[config.mk]
export PLATFORM = sky130hd
export DESIGN_NAME = plr_ref_policy
export DESIGN_NICKNAME = d
export VERILOG_FILES = /design/src/inc/plr_pkg.sv /design/src/verilog/plr_ref_policy.sv /design/src/verilog/plr_requalify.sv
export VERILOG_INCLUDE_DIRS = /design/src /design/src/inc
export SDC_FILE = /design/constraint.sdc
export NUM_CORES = 1
export LEC_CHECK = 0
export ABC_CLOCK_PERIOD_IN_PS = 21300
export BUFFER_PORTS_ARGS = -buffer_cell sky130_fd_sc_hd__buf_2
export CAP_MARGIN = 20
export CORE_MARGIN = 10
export CORE_UTILIZATION = 61
export CTS_BUF_LIST = sky130_fd_sc_hd__clkbuf_2 sky130_fd_sc_hd__clkbuf_4 sky130_fd_sc_hd__clkbuf_8
export DETAILED_ROUTE_END_ITERATION = 7
export PLACE_DENSITY_LB_ADDON = 0.3
export SKIP_LAST_GASP = 1
export SYNTH_ARGS = -nofsm -noshare
export SYNTH_HDL_FRONTEND = slang
export SYNTH_SLANG_ARGS = --single-unit
[constraint.sdc]
create_clock -name pclk -period 21.3 [get_ports pclk]
set_input_delay 4.26 -clock pclk [delete_from_list [all_inputs] [get_ports pclk]]
set_output_delay 4.26 -clock pclk [all_outputs]
set_load 0.01 [all_outputs]
[src/inc/plr_params.svh]
// Address indices, reset values, field positions and timing for the reference policy registers
`ifndef PLR_PARAMS_SVH
`define PLR_PARAMS_SVH
`define PLR_IDX_FAIL_MASK 6'h21
`define PLR_IDX_DELAY 6'h22
`define PLR_IDX_REVERT 6'h23
`define PLR_IDX_PRIO 6'h24
`define PLR_IDX_STATUS 6'h26
`define PLR_RST_FAIL_MASK 8'h3C
`define PLR_RST_DELAY 4'h0
`define PLR_RST_REVERT 8'h00
`define PLR_RST_PRIO 8'h10
`define PLR_SW_LSB 0
`define PLR_HOLD_LSB 4
`define PLR_FIELD_W 4
`define PLR_MODE_AUTO 3'h3
`define PLR_NUM_REFS 8
`define PLR_MINUTE_SEC 60
`define PLR_CLK_HZ 20000000
`define PLR_MIN_SAT 5'h10
`define PLR_STAT_HOLD_BIT 7
`define PLR_STAT_LOCK_BIT 6
`endif

[src/inc/plr_pkg.sv]
// Types shared by the reference policy register block
package plr_pkg;
	typedef enum logic [1:0] {
		PLR_ST_MANUAL = 2'b00,
		PLR_ST_LOCKED = 2'b01,
		PLR_ST_HOLDOVER = 2'b10
	} plr_state_t;
	typedef struct packed {
		logic precise_frequency_monitor;
		logic guard_soak_timer;
		logic coarse_frequency_monitor;
		logic single_cycle_monitor;
	} plr_monitors_t;
	typedef plr_monitors_t [7:0] plr_monitor_vec_t;
	typedef logic [7:0][3:0] plr_rank_vec_t;
	typedef struct packed {
		logic valid;
		logic [2:0] idx;
	} plr_pick_t;
endpackage : plr_pkg

[src/verilog/plr_ref_policy.sv]
// APB register bank and automatic reference selection for the primary loop
//
// Our own choice: register access over APB.
`timescale 1ns/1ns
`default_nettype none
`include "plr_params.svh"
// Summary of operation
// Failure mask bits 4 to 7 enable single cycle, coarse frequency, guard soak and precise frequency for holdover.
// A holdover mask bit of zero keeps its indicator from forcing holdover, a one lets it take part.
// A failed reference must stay fault free for the programmed 0 to 15 whole minutes before it is usable.
// Revert enable bit n controls reference n, zero non-revertive and one revertive.
// Priority bits 3:0 rank reference 0 in automatic mode, 0000 highest and 1111 lowest.
// In automatic mode the best qualified reference is used, a failing one is replaced, and holdover follows if none.
// Failure mask bits 0 to 3 enable the same four monitors for automatic switching.
// A revertive higher-priority reference that becomes usable again is taken back, otherwise the current one stays.
module plr_ref_policy
	import plr_pkg::*;
#(
	parameter int unsigned MINUTE_CYCLES = `PLR_MINUTE_SEC * `PLR_CLK_HZ
)
(
	input wire logic pclk,
	input wire logic presetn,
	input wire logic ce,
	input wire logic psel,
	input wire logic penable,
	input wire logic pwrite,
	input wire logic [7:0] paddr,
	input wire logic [31:0] pwdata,
	output logic [31:0] prdata,
	output logic pready,
	output logic pslverr,
	input wire logic [2:0] loop_mode,
	input wire plr_monitor_vec_t ref_monitors,
	input wire logic [7:1][3:0] other_ranks,
	output logic [3:0] selected_ref,
	output logic in_holdover,
	output logic [7:0] ref_usable
);
	logic [7:0] primary_loop_failure_masks;
	logic [3:0] primary_loop_requalify_delay;
	logic [7:0] primary_loop_revert_enables;
	logic [7:0] primary_loop_priority_low;
	plr_state_t state;
	plr_state_t next_state;
	logic [2:0] cur;
	logic [2:0] next_cur;
	logic [30:0] prescale;
	logic minute_tick;
	logic [7:0] sw_fault;
	logic [7:0] hold_fault;
	logic [7:0] qual;
	logic [7:0] usable;
	logic [7:0] cur_onehot;
	plr_rank_vec_t ranks;
	plr_pick_t best;
	plr_pick_t alt;
	logic auto_mode;
	logic setup;
	logic wr_en;
	logic mapped;
	logic [7:0] rd_value;

	function automatic logic hit(input logic [7:0] addr, input logic [5:0] idx);
		return addr == {idx, 2'b00};
	endfunction : hit

	function automatic plr_pick_t pick_best(input logic [7:0] cand, input plr_rank_vec_t rk);
		plr_pick_t p;
		p = '0;
		for (int i = 0; i < `PLR_NUM_REFS; i++)
			if (cand[i] && (!p.valid || rk[i] < rk[p.idx]))
			begin
				p.valid = 1'b1;
				p.idx = 3'(i);
			end
		return p;
	endfunction : pick_best

	assign setup = psel && !penable;
	assign wr_en = ce && psel && penable && pready && pwrite;
	assign mapped = hit(paddr, `PLR_IDX_FAIL_MASK) || hit(paddr, `PLR_IDX_DELAY) || hit(paddr, `PLR_IDX_REVERT)
		|| hit(paddr, `PLR_IDX_PRIO) || hit(paddr, `PLR_IDX_STATUS);

	always_comb
	begin
		rd_value = 8'h00;
		if (hit(paddr, `PLR_IDX_FAIL_MASK))
			rd_value = primary_loop_failure_masks;
		else if (hit(paddr, `PLR_IDX_DELAY))
			rd_value = {4'h0, primary_loop_requalify_delay};
		else if (hit(paddr, `PLR_IDX_REVERT))
			rd_value = primary_loop_revert_enables;
		else if (hit(paddr, `PLR_IDX_PRIO))
			rd_value = primary_loop_priority_low;
		else if (hit(paddr, `PLR_IDX_STATUS))
		begin
			rd_value[`PLR_STAT_HOLD_BIT] = state == PLR_ST_HOLDOVER;
			rd_value[`PLR_STAT_LOCK_BIT] = state == PLR_ST_LOCKED;
			rd_value[2:0] = cur;
		end
	end

	// Answer in the first cycle of the access phase, with no wait state
	always_ff @(posedge pclk or negedge presetn)
	begin
		if (!presetn)
		begin
			pready <= 1'b0;
			pslverr <= 1'b0;
			prdata <= 32'h0000_0000;
		end
		else if (ce)
		begin
			pready <= setup;
			if (setup)
			begin
				pslverr <= !mapped;
				prdata <= pwrite ? 32'h0000_0000 : {24'h00_0000, rd_value};
			end
		end
	end

	always_ff @(posedge pclk or negedge presetn)
	begin
		if (!presetn)
		begin
			primary_loop_failure_masks <= `PLR_RST_FAIL_MASK;
			primary_loop_requalify_delay <= `PLR_RST_DELAY;
			primary_loop_revert_enables <= `PLR_RST_REVERT;
			primary_loop_priority_low <= `PLR_RST_PRIO;
		end
		else if (wr_en)
		begin
			if (hit(paddr, `PLR_IDX_FAIL_MASK))
				primary_loop_failure_masks <= pwdata[7:0];
			if (hit(paddr, `PLR_IDX_DELAY))
				primary_loop_requalify_delay <= pwdata[3:0];
			if (hit(paddr, `PLR_IDX_REVERT))
				primary_loop_revert_enables <= pwdata[7:0];
			if (hit(paddr, `PLR_IDX_PRIO))
				primary_loop_priority_low <= pwdata[7:0];
		end
	end

	// One shared minute prescaler instead of eight wide counters
	always_ff @(posedge pclk or negedge presetn)
	begin
		if (!presetn)
		begin
			prescale <= 31'h0000_0000;
			minute_tick <= 1'b0;
		end
		else if (ce)
		begin
			minute_tick <= prescale == 31'(MINUTE_CYCLES - 1);
			prescale <= (prescale == 31'(MINUTE_CYCLES - 1)) ? 31'h0000_0000 : prescale + 31'h0000_0001;
		end
	end

	always_comb
	begin
		ranks = {other_ranks, primary_loop_priority_low[3:0]};
		for (int i = 0; i < `PLR_NUM_REFS; i++)
		begin
			sw_fault[i] = |(ref_monitors[i] & primary_loop_failure_masks[`PLR_SW_LSB +: `PLR_FIELD_W]);
			hold_fault[i] = |(ref_monitors[i] & primary_loop_failure_masks[`PLR_HOLD_LSB +: `PLR_FIELD_W]);
		end
	end

	genvar g;
	generate
		for (g = 0; g < `PLR_NUM_REFS; g++)
		begin : g_qual
			plr_requalify u_requalify (
				.pclk(pclk),
				.presetn(presetn),
				.ce(ce),
				.minute_tick(minute_tick),
				.fault(sw_fault[g] | hold_fault[g]),
				.delay_minutes(primary_loop_requalify_delay),
				.qualified(qual[g])
			);
		end
	endgenerate

	assign usable = qual & ~sw_fault & ~hold_fault;
	assign cur_onehot = 8'h01 << cur;
	assign best = pick_best(usable, ranks);
	assign alt = pick_best(usable & ~cur_onehot, ranks);
	assign auto_mode = loop_mode == `PLR_MODE_AUTO;

	always_comb
	begin
		next_state = state;
		next_cur = cur;
		case (state)
			PLR_ST_MANUAL:
				if (auto_mode)
				begin
					next_state = best.valid ? PLR_ST_LOCKED : PLR_ST_HOLDOVER;
					next_cur = best.valid ? best.idx : cur;
				end
			PLR_ST_LOCKED:
				if (sw_fault[cur] && alt.valid)
					next_cur = alt.idx;
				else if (hold_fault[cur] || sw_fault[cur])
				begin
					// A switch-only fault with no spare still goes to holdover
					if (hold_fault[cur] || !alt.valid)
						next_state = PLR_ST_HOLDOVER;
				end
				else if (alt.valid && ranks[alt.idx] < ranks[cur] && primary_loop_revert_enables[alt.idx])
					next_cur = alt.idx;
			PLR_ST_HOLDOVER:
				if (best.valid)
				begin
					next_state = PLR_ST_LOCKED;
					next_cur = best.idx;
				end
			default:
				next_state = PLR_ST_MANUAL;
		endcase
		if (!auto_mode)
			next_state = PLR_ST_MANUAL;
	end

	always_ff @(posedge pclk or negedge presetn)
	begin
		if (!presetn)
		begin
			state <= PLR_ST_MANUAL;
			cur <= 3'h0;
			selected_ref <= 4'h0;
			in_holdover <= 1'b0;
			ref_usable <= 8'h00;
		end
		else if (ce)
		begin
			state <= next_state;
			cur <= next_cur;
			selected_ref <= {1'b0, next_cur};
			in_holdover <= next_state == PLR_ST_HOLDOVER;
			ref_usable <= usable;
		end
	end
endmodule : plr_ref_policy
`default_nettype wire

[src/verilog/plr_requalify.sv]
// Requalify_delay_minutes qualifier for one reference
`timescale 1ns/1ns
`default_nettype none
`include "plr_params.svh"
module plr_requalify
	import plr_pkg::*;
(
	input wire logic pclk,
	input wire logic presetn,
	input wire logic ce,
	input wire logic minute_tick,
	input wire logic fault,
	input wire logic [3:0] delay_minutes,
	output logic qualified
);
	logic [4:0] minutes;
	logic delay_done;

	// Shared tick makes the first minute partial, so one extra tick is required
	assign delay_done = (delay_minutes == 4'h0) || (minutes > {1'b0, delay_minutes});

	always_ff @(posedge pclk or negedge presetn)
	begin
		if (!presetn)
		begin
			qualified <= 1'b1;
			minutes <= 5'h00;
		end
		else if (ce)
		begin
			if (fault)
			begin
				qualified <= 1'b0;
				minutes <= 5'h00;
			end
			else if (!qualified)
			begin
				if (delay_done)
					qualified <= 1'b1;
				else if (minute_tick && minutes != `PLR_MIN_SAT)
					minutes <= minutes + 5'h01;
			end
		end
	end
endmodule : plr_requalify
`default_nettype wire

### Yosys cells after proc, flatten, opt, wreduce, memory -nomap -nowiden

Cells that the tools add are included.

| word-level totals | value |
|---|---|
| register bits after elaboration | 156 |
| input port bits | 109 |
| output and inout port bits | 47 |
| word-level logic and storage cells | 394 |

| operators by class | value |
|---|---|
| $add $sub $neg | 9 |
| order comparisons | 39 |
| equality and inequality tests | 37 |
| shifts and indexed selects | 1 |
| multiplexer cells | 133 |
| bitwise operators | 30 |
| reduce and logical (&&, ||, !) cells | 116 |

Operator list:

| kind | count |
|---|---|
| $bmux W4 S3 | 16 |
| $mux W5 | 32 |
| $mux W4 | 32 |
| $and A4 B4 Y4 | 16 |
| $lt A3 B4 Y1 const B | 16 |
| $reduce_or A4 Y1 | 16 |
| $lt A4 B4 Y1 | 15 |
| $add A5 B1 Y5 const B | 8 |
| $eq A8 B8 Y1 const B | 5 |
| $gt A5 B4 Y1 | 8 |
| $ne A5 B5 Y1 const B | 8 |
| $mux W8 | 4 |
| $ne A2 B1 Y1 const B | 16 |
| $reduce_and A4 Y1 | 8 |
| $add A31 B1 Y31 const B | 1 |
| $eq A31 B31 Y1 const B | 1 |
| $mux W31 | 1 |
| $logic_and A1 B1 Y1 | 30 |
| $logic_or A1 B1 Y1 | 28 |
| $mux W1 | 27 |
| $and A8 B8 Y8 | 3 |
| $mux W3 | 8 |
| $not A8 Y8 | 3 |
| $logic_not A1 Y1 | 17 |
| other kinds (18) | 46 |

### Depth between registers and ports, before layout

| logic depth | value |
|---|---|
| word-level depth | 58 |
| mapped depth | 76 |
| depth with buffers taken out | 74 |

### Cells and area by module

A second synthesis with hierarchy kept.

| second synthesis, totals | value |
|---|---|
| cell total of the unflattened synthesis | 1,401 |
| area, all modules | 12,004.0 um^2 |

Modules (own cells, without submodules):

| module | instances | cells an instance | area each (um^2) | sequential area each (um^2) |
|---|---|---|---|---|
| plr_ref_policy | 1 | 1,005 | 8,335.5 | 2,108.3 |
| plr_requalify (g_qual[4].u_requalify ...) | 4 | 49 | 464.2 | 151.4 |
| plr_requalify (g_qual[0].u_requalify ...) | 4 | 50 | 452.9 | 151.4 |

### Worst setup path after synthesis

OpenSTA, ideal clock, no wires.

| path | value |
|---|---|
| kind | input-to-reg |
| start | input port ref_monitors[0] (netlist bit) |
| end | register cur[0] |
| setup time | 0.128 ns |
| arrival | 18.629 ns |
| data required time | 21.172 ns |
| slack | 2.543 ns |
| stages | 70 |
| buffers on the path | 2 |
| cell sequence | a22oi_1 > nand2_2 > or3_4 > o21ai_1 > mux2i_1 > ha_1 > a211o_1 > or4_1 > nor2_1 > a221oi_2 > nor2_1 > a21o_1 > ha_1 > a21o_1 > a21o_1 > a2111oi_1 > o31ai_1 > o21ai_0 > [... 34 more ...] > ha_1 > a2111oi_0 > o211ai_1 > a21oi_1 > o31ai_2 > a31oi_4 > nor3_2 > buf_2 > mux2i_1 > mux2i_1 > mux2_2 > ha_1 > and3_1 > a221oi_1 > nand3b_1 > o41ai_1 > a41oi_2 > mux2_1 |

| on the way | value |
|---|---|
| cells in the longest elaborated chain, start to end | 54 |
| elaborated cells on any way between the ends | 125 |
| classes of those cells | 13 x order compare; 2 x eq/ne; 54 x mux; 7 x bitwise; 49 x reduce/logical |

RTL lines:

| item | RTL line | text |
|---|---|---|
| start, declared | plr_ref_policy.sv:34 | `input wire plr_monitor_vec_t ref_monitors,` |
| $and A4 B4 Y4 | plr_ref_policy.sv:166 | `` sw_fault[i] = \|(ref_monitors[i] & primary_loop_failure_masks[`PLR_SW_LSB +: `PLR_FIELD_W]); `` |
| $reduce_or A4 Y1 | plr_ref_policy.sv:166 |  |
| $not A8 Y8 | plr_ref_policy.sv:187 | `assign usable = qual & ~sw_fault & ~hold_fault;` |
| $and A8 B8 Y8 (2 in a row) | plr_ref_policy.sv:187 |  |
| $and A8 B8 Y8 | plr_ref_policy.sv:190 | `assign alt = pick_best(usable & ~cur_onehot, ranks);` |
| $mux W4 | plr_ref_policy.sv:72 | `if (cand[i] && (!p.valid \|\| rk[i] < rk[p.idx]))` |
| $logic_not A1 Y1 | plr_ref_policy.sv:72 |  |
| $logic_or A1 B1 Y1 | plr_ref_policy.sv:72 |  |
| [... 36 more ...] | - |  |
| $logic_and A1 B1 Y1 | plr_ref_policy.sv:72 |  |
| $mux W4 | plr_ref_policy.sv:72 |  |
| $bmux W4 S3 | plr_ref_policy.sv:213 | `else if (alt.valid && ranks[alt.idx] < ranks[cur] && primary_loop_revert_enables[alt.idx])` |
| $mux W4 (implied by the code) | plr_ref_policy.sv:213 |  |
| $lt A4 B4 Y1 | plr_ref_policy.sv:213 |  |
| $logic_and A1 B1 Y1 (2 in a row) | plr_ref_policy.sv:213 |  |
| $ne A3 B1 Y1 (no line) | - |  |
| $reduce_and A5 Y1 (no line) | - |  |
| end signal, assigned | plr_ref_policy.sv:241 | `cur <= next_cur;` |
| end, declared | plr_ref_policy.sv:46 | `logic [2:0] cur;` |

Parallel ways exist; a longest one is shown, timed or not. The select of a mux whose other input is x is not followed.
A chain may end at the register's enable or synchronous reset.

### Worst setup path in the final report

| path | value |
|---|---|
| start | input port ref_monitors[0] (netlist bit) |
| end | register cur[1] |

The elaborated chain is that of the path after synthesis.

==> results summary <==
The run finished with clean final reports. The CTS buffer count came out at 17. The share of the synthesized area in compound gates (AO/OA/AOI/OAI) is 0.245. The width of the die came out at 157 µm.

The number of buffers inserted by hold repair at cts came out at 0. The fmax came out at 0.0495 GHz. The number of top-level design ports is ~160. The most common library cell in the layout ignoring fill and taps is sky130_fd_sc_hd__dfrtp_1. Of the total synthesized cell area, the portion taken by AND, OR, NAND and NOR gates is 0.177. The number of buffer and inverter instances along the worst setup path came out at 3.

The vias per cell came out at 6.76. The most repeated library cell on the critical path is sky130_fd_sc_hd__a21oi_1. The share of cells above drive strength 1 came out at 0.188. Setup repair after global routing left no endpoint under its margin.

The maximum single-stage delay on the critical path came out at 580 ps. The cell at the root of the clock tree is sky130_fd_sc_hd__clkbuf_8. The worst setup path is captured at a flop.

After clock tree synthesis, the clock-pin slew on the worst setup and hold paths is 80 ps. The post-synthesis adder-cell area fraction came out at 0.0994. The sequential-to-total area share from yosys stat is 0.290.

The total overflow left after global routing is 0. For this design the static power due to leakage is slightly below 6 nW. The power share of the combinational group came out at 0.506. The final-report hold violation count came out at 0. The repair_antennas step left the layout with diodes totalling 0. The detailed placement HPWL came out at 26700 µm. The clock net sink count is between 100 and 150. STA puts the critical path data arrival time at 20550 ps. The worst hold path begins at prescale[4]. The clock period could shrink to 20210 ps. The clock latency reported for the late side of the worst-skew pair is between 400 and 500 ps.

The area growth from synthesis to final layout came out at 9.81%. The number of warning messages in the yosys log is 0. After filler insertion, the fill cell instance count of the layout stands at around 1.5k.

The logic depth of the worst register-to-register path is 69. The proportion of register bits with asynchronous set or reset after synthesis is 1.00. The finished layout holds 1623 standard cells, fillers aside. The via count came out at 11.0k. The part of the power in the clock network came out at 0.225.

The synthesized instance count is 1273. Leaving out fill and tap cells, the most frequent cells in the layout are 119 x sky130_fd_sc_hd__dfrtp_1, 105 x sky130_fd_sc_hd__nand2_1, 105 x sky130_fd_sc_hd__buf_2. The H-tree level count came out at 4.

In this run the power spent charging and discharging nets is 0.000421 W. After detailed routing, the average wire length per cell comes to 22.0 µm. The largest individual stage delay along the critical path comes from the cell sky130_fd_sc_hd__a2111oi_1.

In this run, post-CTS repair resized a total of 0 instances. The initial standard-cell utilization of the core is 0.616. The total power density per cell area came out at between 80 and 90 nW/µm². The depth of the worst hold-timing path is 1.

The relative slew slack is 0.348. The tightest hold path in the finished design has a slack of 469 ps. The slew at the pin with the worst max-slew slack is ~1000 ps. The family with the most delay on the worst path is compound AO/OA/AOI/OAI gates. The total non-filler cell area in the finished layout came out at roughly 13000 µm². TritonCTS built the clock tree. After synthesis the cells add up to 11500 µm². Wires add up to 35700 µm. The count of final setup violators is 0. Of the total power, the share spent switching nets is 0.416.

The number of global-route vias before repair is roughly 11k. The critical path in this run is classified as in -> reg. The count of standard-cell rows is 50. The required time at the endpoint of the critical path is roughly 22000 ps. The number of unique standard cell types used by synthesis came out at 95. In the global route stage, overall resource usage came out at 0.284. The total of max-cap violations is 0. Of all nets on the critical path, the largest fanout is 18.

The worst hold path terminates at prescale[4]. The worst register-to-register path ends at cur[1]. The remaining antenna violation count is 0. The post-CTS repair timing setup buffer count is 0. The mean area per synthesized cell is 9.00 µm². The number of port buffers is ~110. The number of register bits inferred by synthesis is 132. The number of enable flip-flop cells after synthesis is 0. The most frequently used flop master after synthesis is sky130_fd_sc_hd__dfrtp_1. The last weighted congestion value of the routability-driven placer came out at 0.986.

The aggregate negative setup slack is 0 ps. Once placement completed, the tool counted placed cells totaling between 1.5k and 2k. The wire length of the first global-routing pass came out at 55800 µm.

Clock skew on the completed layout was measured at 11.7 ps. Of the total power, registers draw 0.269. The startpoint identified for the worst register-to-register timing path is primary_loop_failure_masks[6]. The total area inside the core boundary comes to roughly 19000 µm².

In the final design database the tool counted 1576 nets. The number of antenna violations at the first check in global routing is 0. The final clock period utilization by the worst path is 0.949. In this run the deepest clock path goes through 2 buffers. The total placed instance area is 12100 µm². The floorplan step defined a die boundary enclosing 24700 µm². The number of design-rule violations left by the first detailed-router iteration is between 1k and 1.5k.

The multiplexer share of the synthesized area is 0.104. The cell-internal power came out at 0.000592 W. The die is approximately 160 µm tall. The worst min-delay path class is reg -> reg. By area, the combinational part of the netlist is dominated by compound AO/OA/AOI/OAI gates. The final number of max-transition violations came out at 0.

The internal reg-to-reg setup slack is between 4000 and 5000 ps. The number of design rule violations left after detail routing came out at 0. The worst IR drop on VDD is 57.7 µV.

The maximum number of pins on one net before global-route repair is 77. Of the total synthesized cell area, the portion taken by XOR and XNOR cells is 0.0329. The total iterations of the first detailed-routing run came out at 6.

STA classifies the critical path startpoint as an input pin.
## registers in the layout (all words and copies together) (netlist names)
name / count
pslverr: 1
g_qual.u_requalify.minutes: 40
g_qual.u_requalify.qualified: 8
prdata: 8
prescale: 31
ref_usable: 8
primary_loop_requalify_delay: 4
state: 2
in_holdover: 1
primary_loop_priority_low: 8
cur: 3
pready: 1
primary_loop_revert_enables: 8
minute_tick: 1
primary_loop_failure_masks: 8
## power by group through the flow
stage | clock network [W] | registers [W] | logic (W)
final | 0.000228 | 0.000273 | 0.000513
after global routing | 0.000241 | 0.000275 | 0.000558
after CTS | 0.000230 | 0.000272 | 0.000497
after detailed placement | 0 | 0.000277 | 0.000495
after global placement | 0 | 0.000277 | 0.000487
after floorplan | 0 | 0.000280 | 0.000371
## logic make-up after synthesis
family / after synthesis
flip-flops: 132
AND/OR/NAND/NOR: 393
XOR/XNOR: 43
buffers and inverters: 120
adder cells (fa/ha/maj): 91
other: 1
multiplexers: 102
AO/OA/AOI/OAI: 391
## worst register-to-register path: cells and delay by family (launching register included)
kind                       cells  cell delay [ps]
muxes                          5             1330
adders and majority gates      7             1900
DFF                            1              640
buffers and inverters          2              410
AOI/OAI and AO/OA             41             9590
and+or+nand+nor               14             2990
## routing by layer
metal	up-vias	track usage	wire [µm]	part of all wire
met5	-	0.0172	57	0.0016
met4	2	0.105	1160	0.032
met3	97	0.0581	3560	0.10
met2	582	0.473	16800	0.47
met1	5283	0.356	14100	0.39
li1	5004	-	-	-
## cells in the mapped netlist, types with 11 or more instances
cell type                  count  area share
sky130_fd_sc_hd__dfrtp_1     119        0.26
sky130_fd_sc_hd__nand2_1     105       0.034
sky130_fd_sc_hd__ha_1         91       0.099
sky130_fd_sc_hd__nor2_1       86       0.028
sky130_fd_sc_hd__o21ai_0      77       0.034
sky130_fd_sc_hd__a21oi_1      73       0.032
sky130_fd_sc_hd__inv_1        54       0.018
sky130_fd_sc_hd__mux2i_1      54       0.047
sky130_fd_sc_hd__nand3_1      37       0.016
sky130_fd_sc_hd__mux2_2       35       0.034
sky130_fd_sc_hd__buf_4        27       0.018
sky130_fd_sc_hd__xor2_1       27       0.021
sky130_fd_sc_hd__nor3_1       26       0.011
sky130_fd_sc_hd__clkbuf_1     25      0.0082
sky130_fd_sc_hd__a22oi_1      22       0.014
sky130_fd_sc_hd__nand4_1      21       0.011
sky130_fd_sc_hd__a21o_1       18       0.012
sky130_fd_sc_hd__o211ai_1     18       0.012
sky130_fd_sc_hd__a22o_1       17       0.013
sky130_fd_sc_hd__a41oi_1      17       0.013
sky130_fd_sc_hd__nand2b_1     17      0.0093
sky130_fd_sc_hd__xnor2_1      16       0.012
sky130_fd_sc_hd__nor4_1       15      0.0082
sky130_fd_sc_hd__o31ai_1      15      0.0098
sky130_fd_sc_hd__a211oi_1     13      0.0085
sky130_fd_sc_hd__dfstp_2      13       0.030
sky130_fd_sc_hd__o21a_1       13      0.0085
sky130_fd_sc_hd__or3_1        13      0.0071
sky130_fd_sc_hd__and3_1       12      0.0066
sky130_fd_sc_hd__nor2b_1      11      0.0060
## worst max path at each step
stage,startpoint,to,cells past startpoint
6_report,ref_monitors[0],cur[1],70
3_3_place_gp,ref_monitors[0],cur[2],71
4_1_cts,ref_monitors[0],cur[1],71
5_1_grt,ref_monitors[0],cur[2],66
3_5_place_dp,ref_monitors[0],cur[1],71
2_1_floorplan,ref_monitors[0],cur[0],70
## stage by stage
stage | util | setup slack, ps | total power [W]
2_1_floorplan | - | 2540 | 0.000651
3_3_place_gp | 0.652 | 663 | 0.000764
3_5_place_dp | 0.652 | 441 | 0.000772
4_1_cts | 0.675 | 913 | 0.00100
5_1_grt | 0.677 | 108 | 0.00107
6_report | 0.677 | 1090 | 0.00101
## layout make-up
class                           count  area [µm²]  area share
Timing Repair Buffer              124         672      0.0534
Clock buffer                       19         249      0.0198
Clock inverter                     13         174      0.0138
Inverter                           56         210      0.0167
Multi-Input combinational cell   1045        7660       0.609
Tap cell                          234         293      0.0233
Sequential cell                   132        3320       0.264
Power figures use the tool's default switching activity.
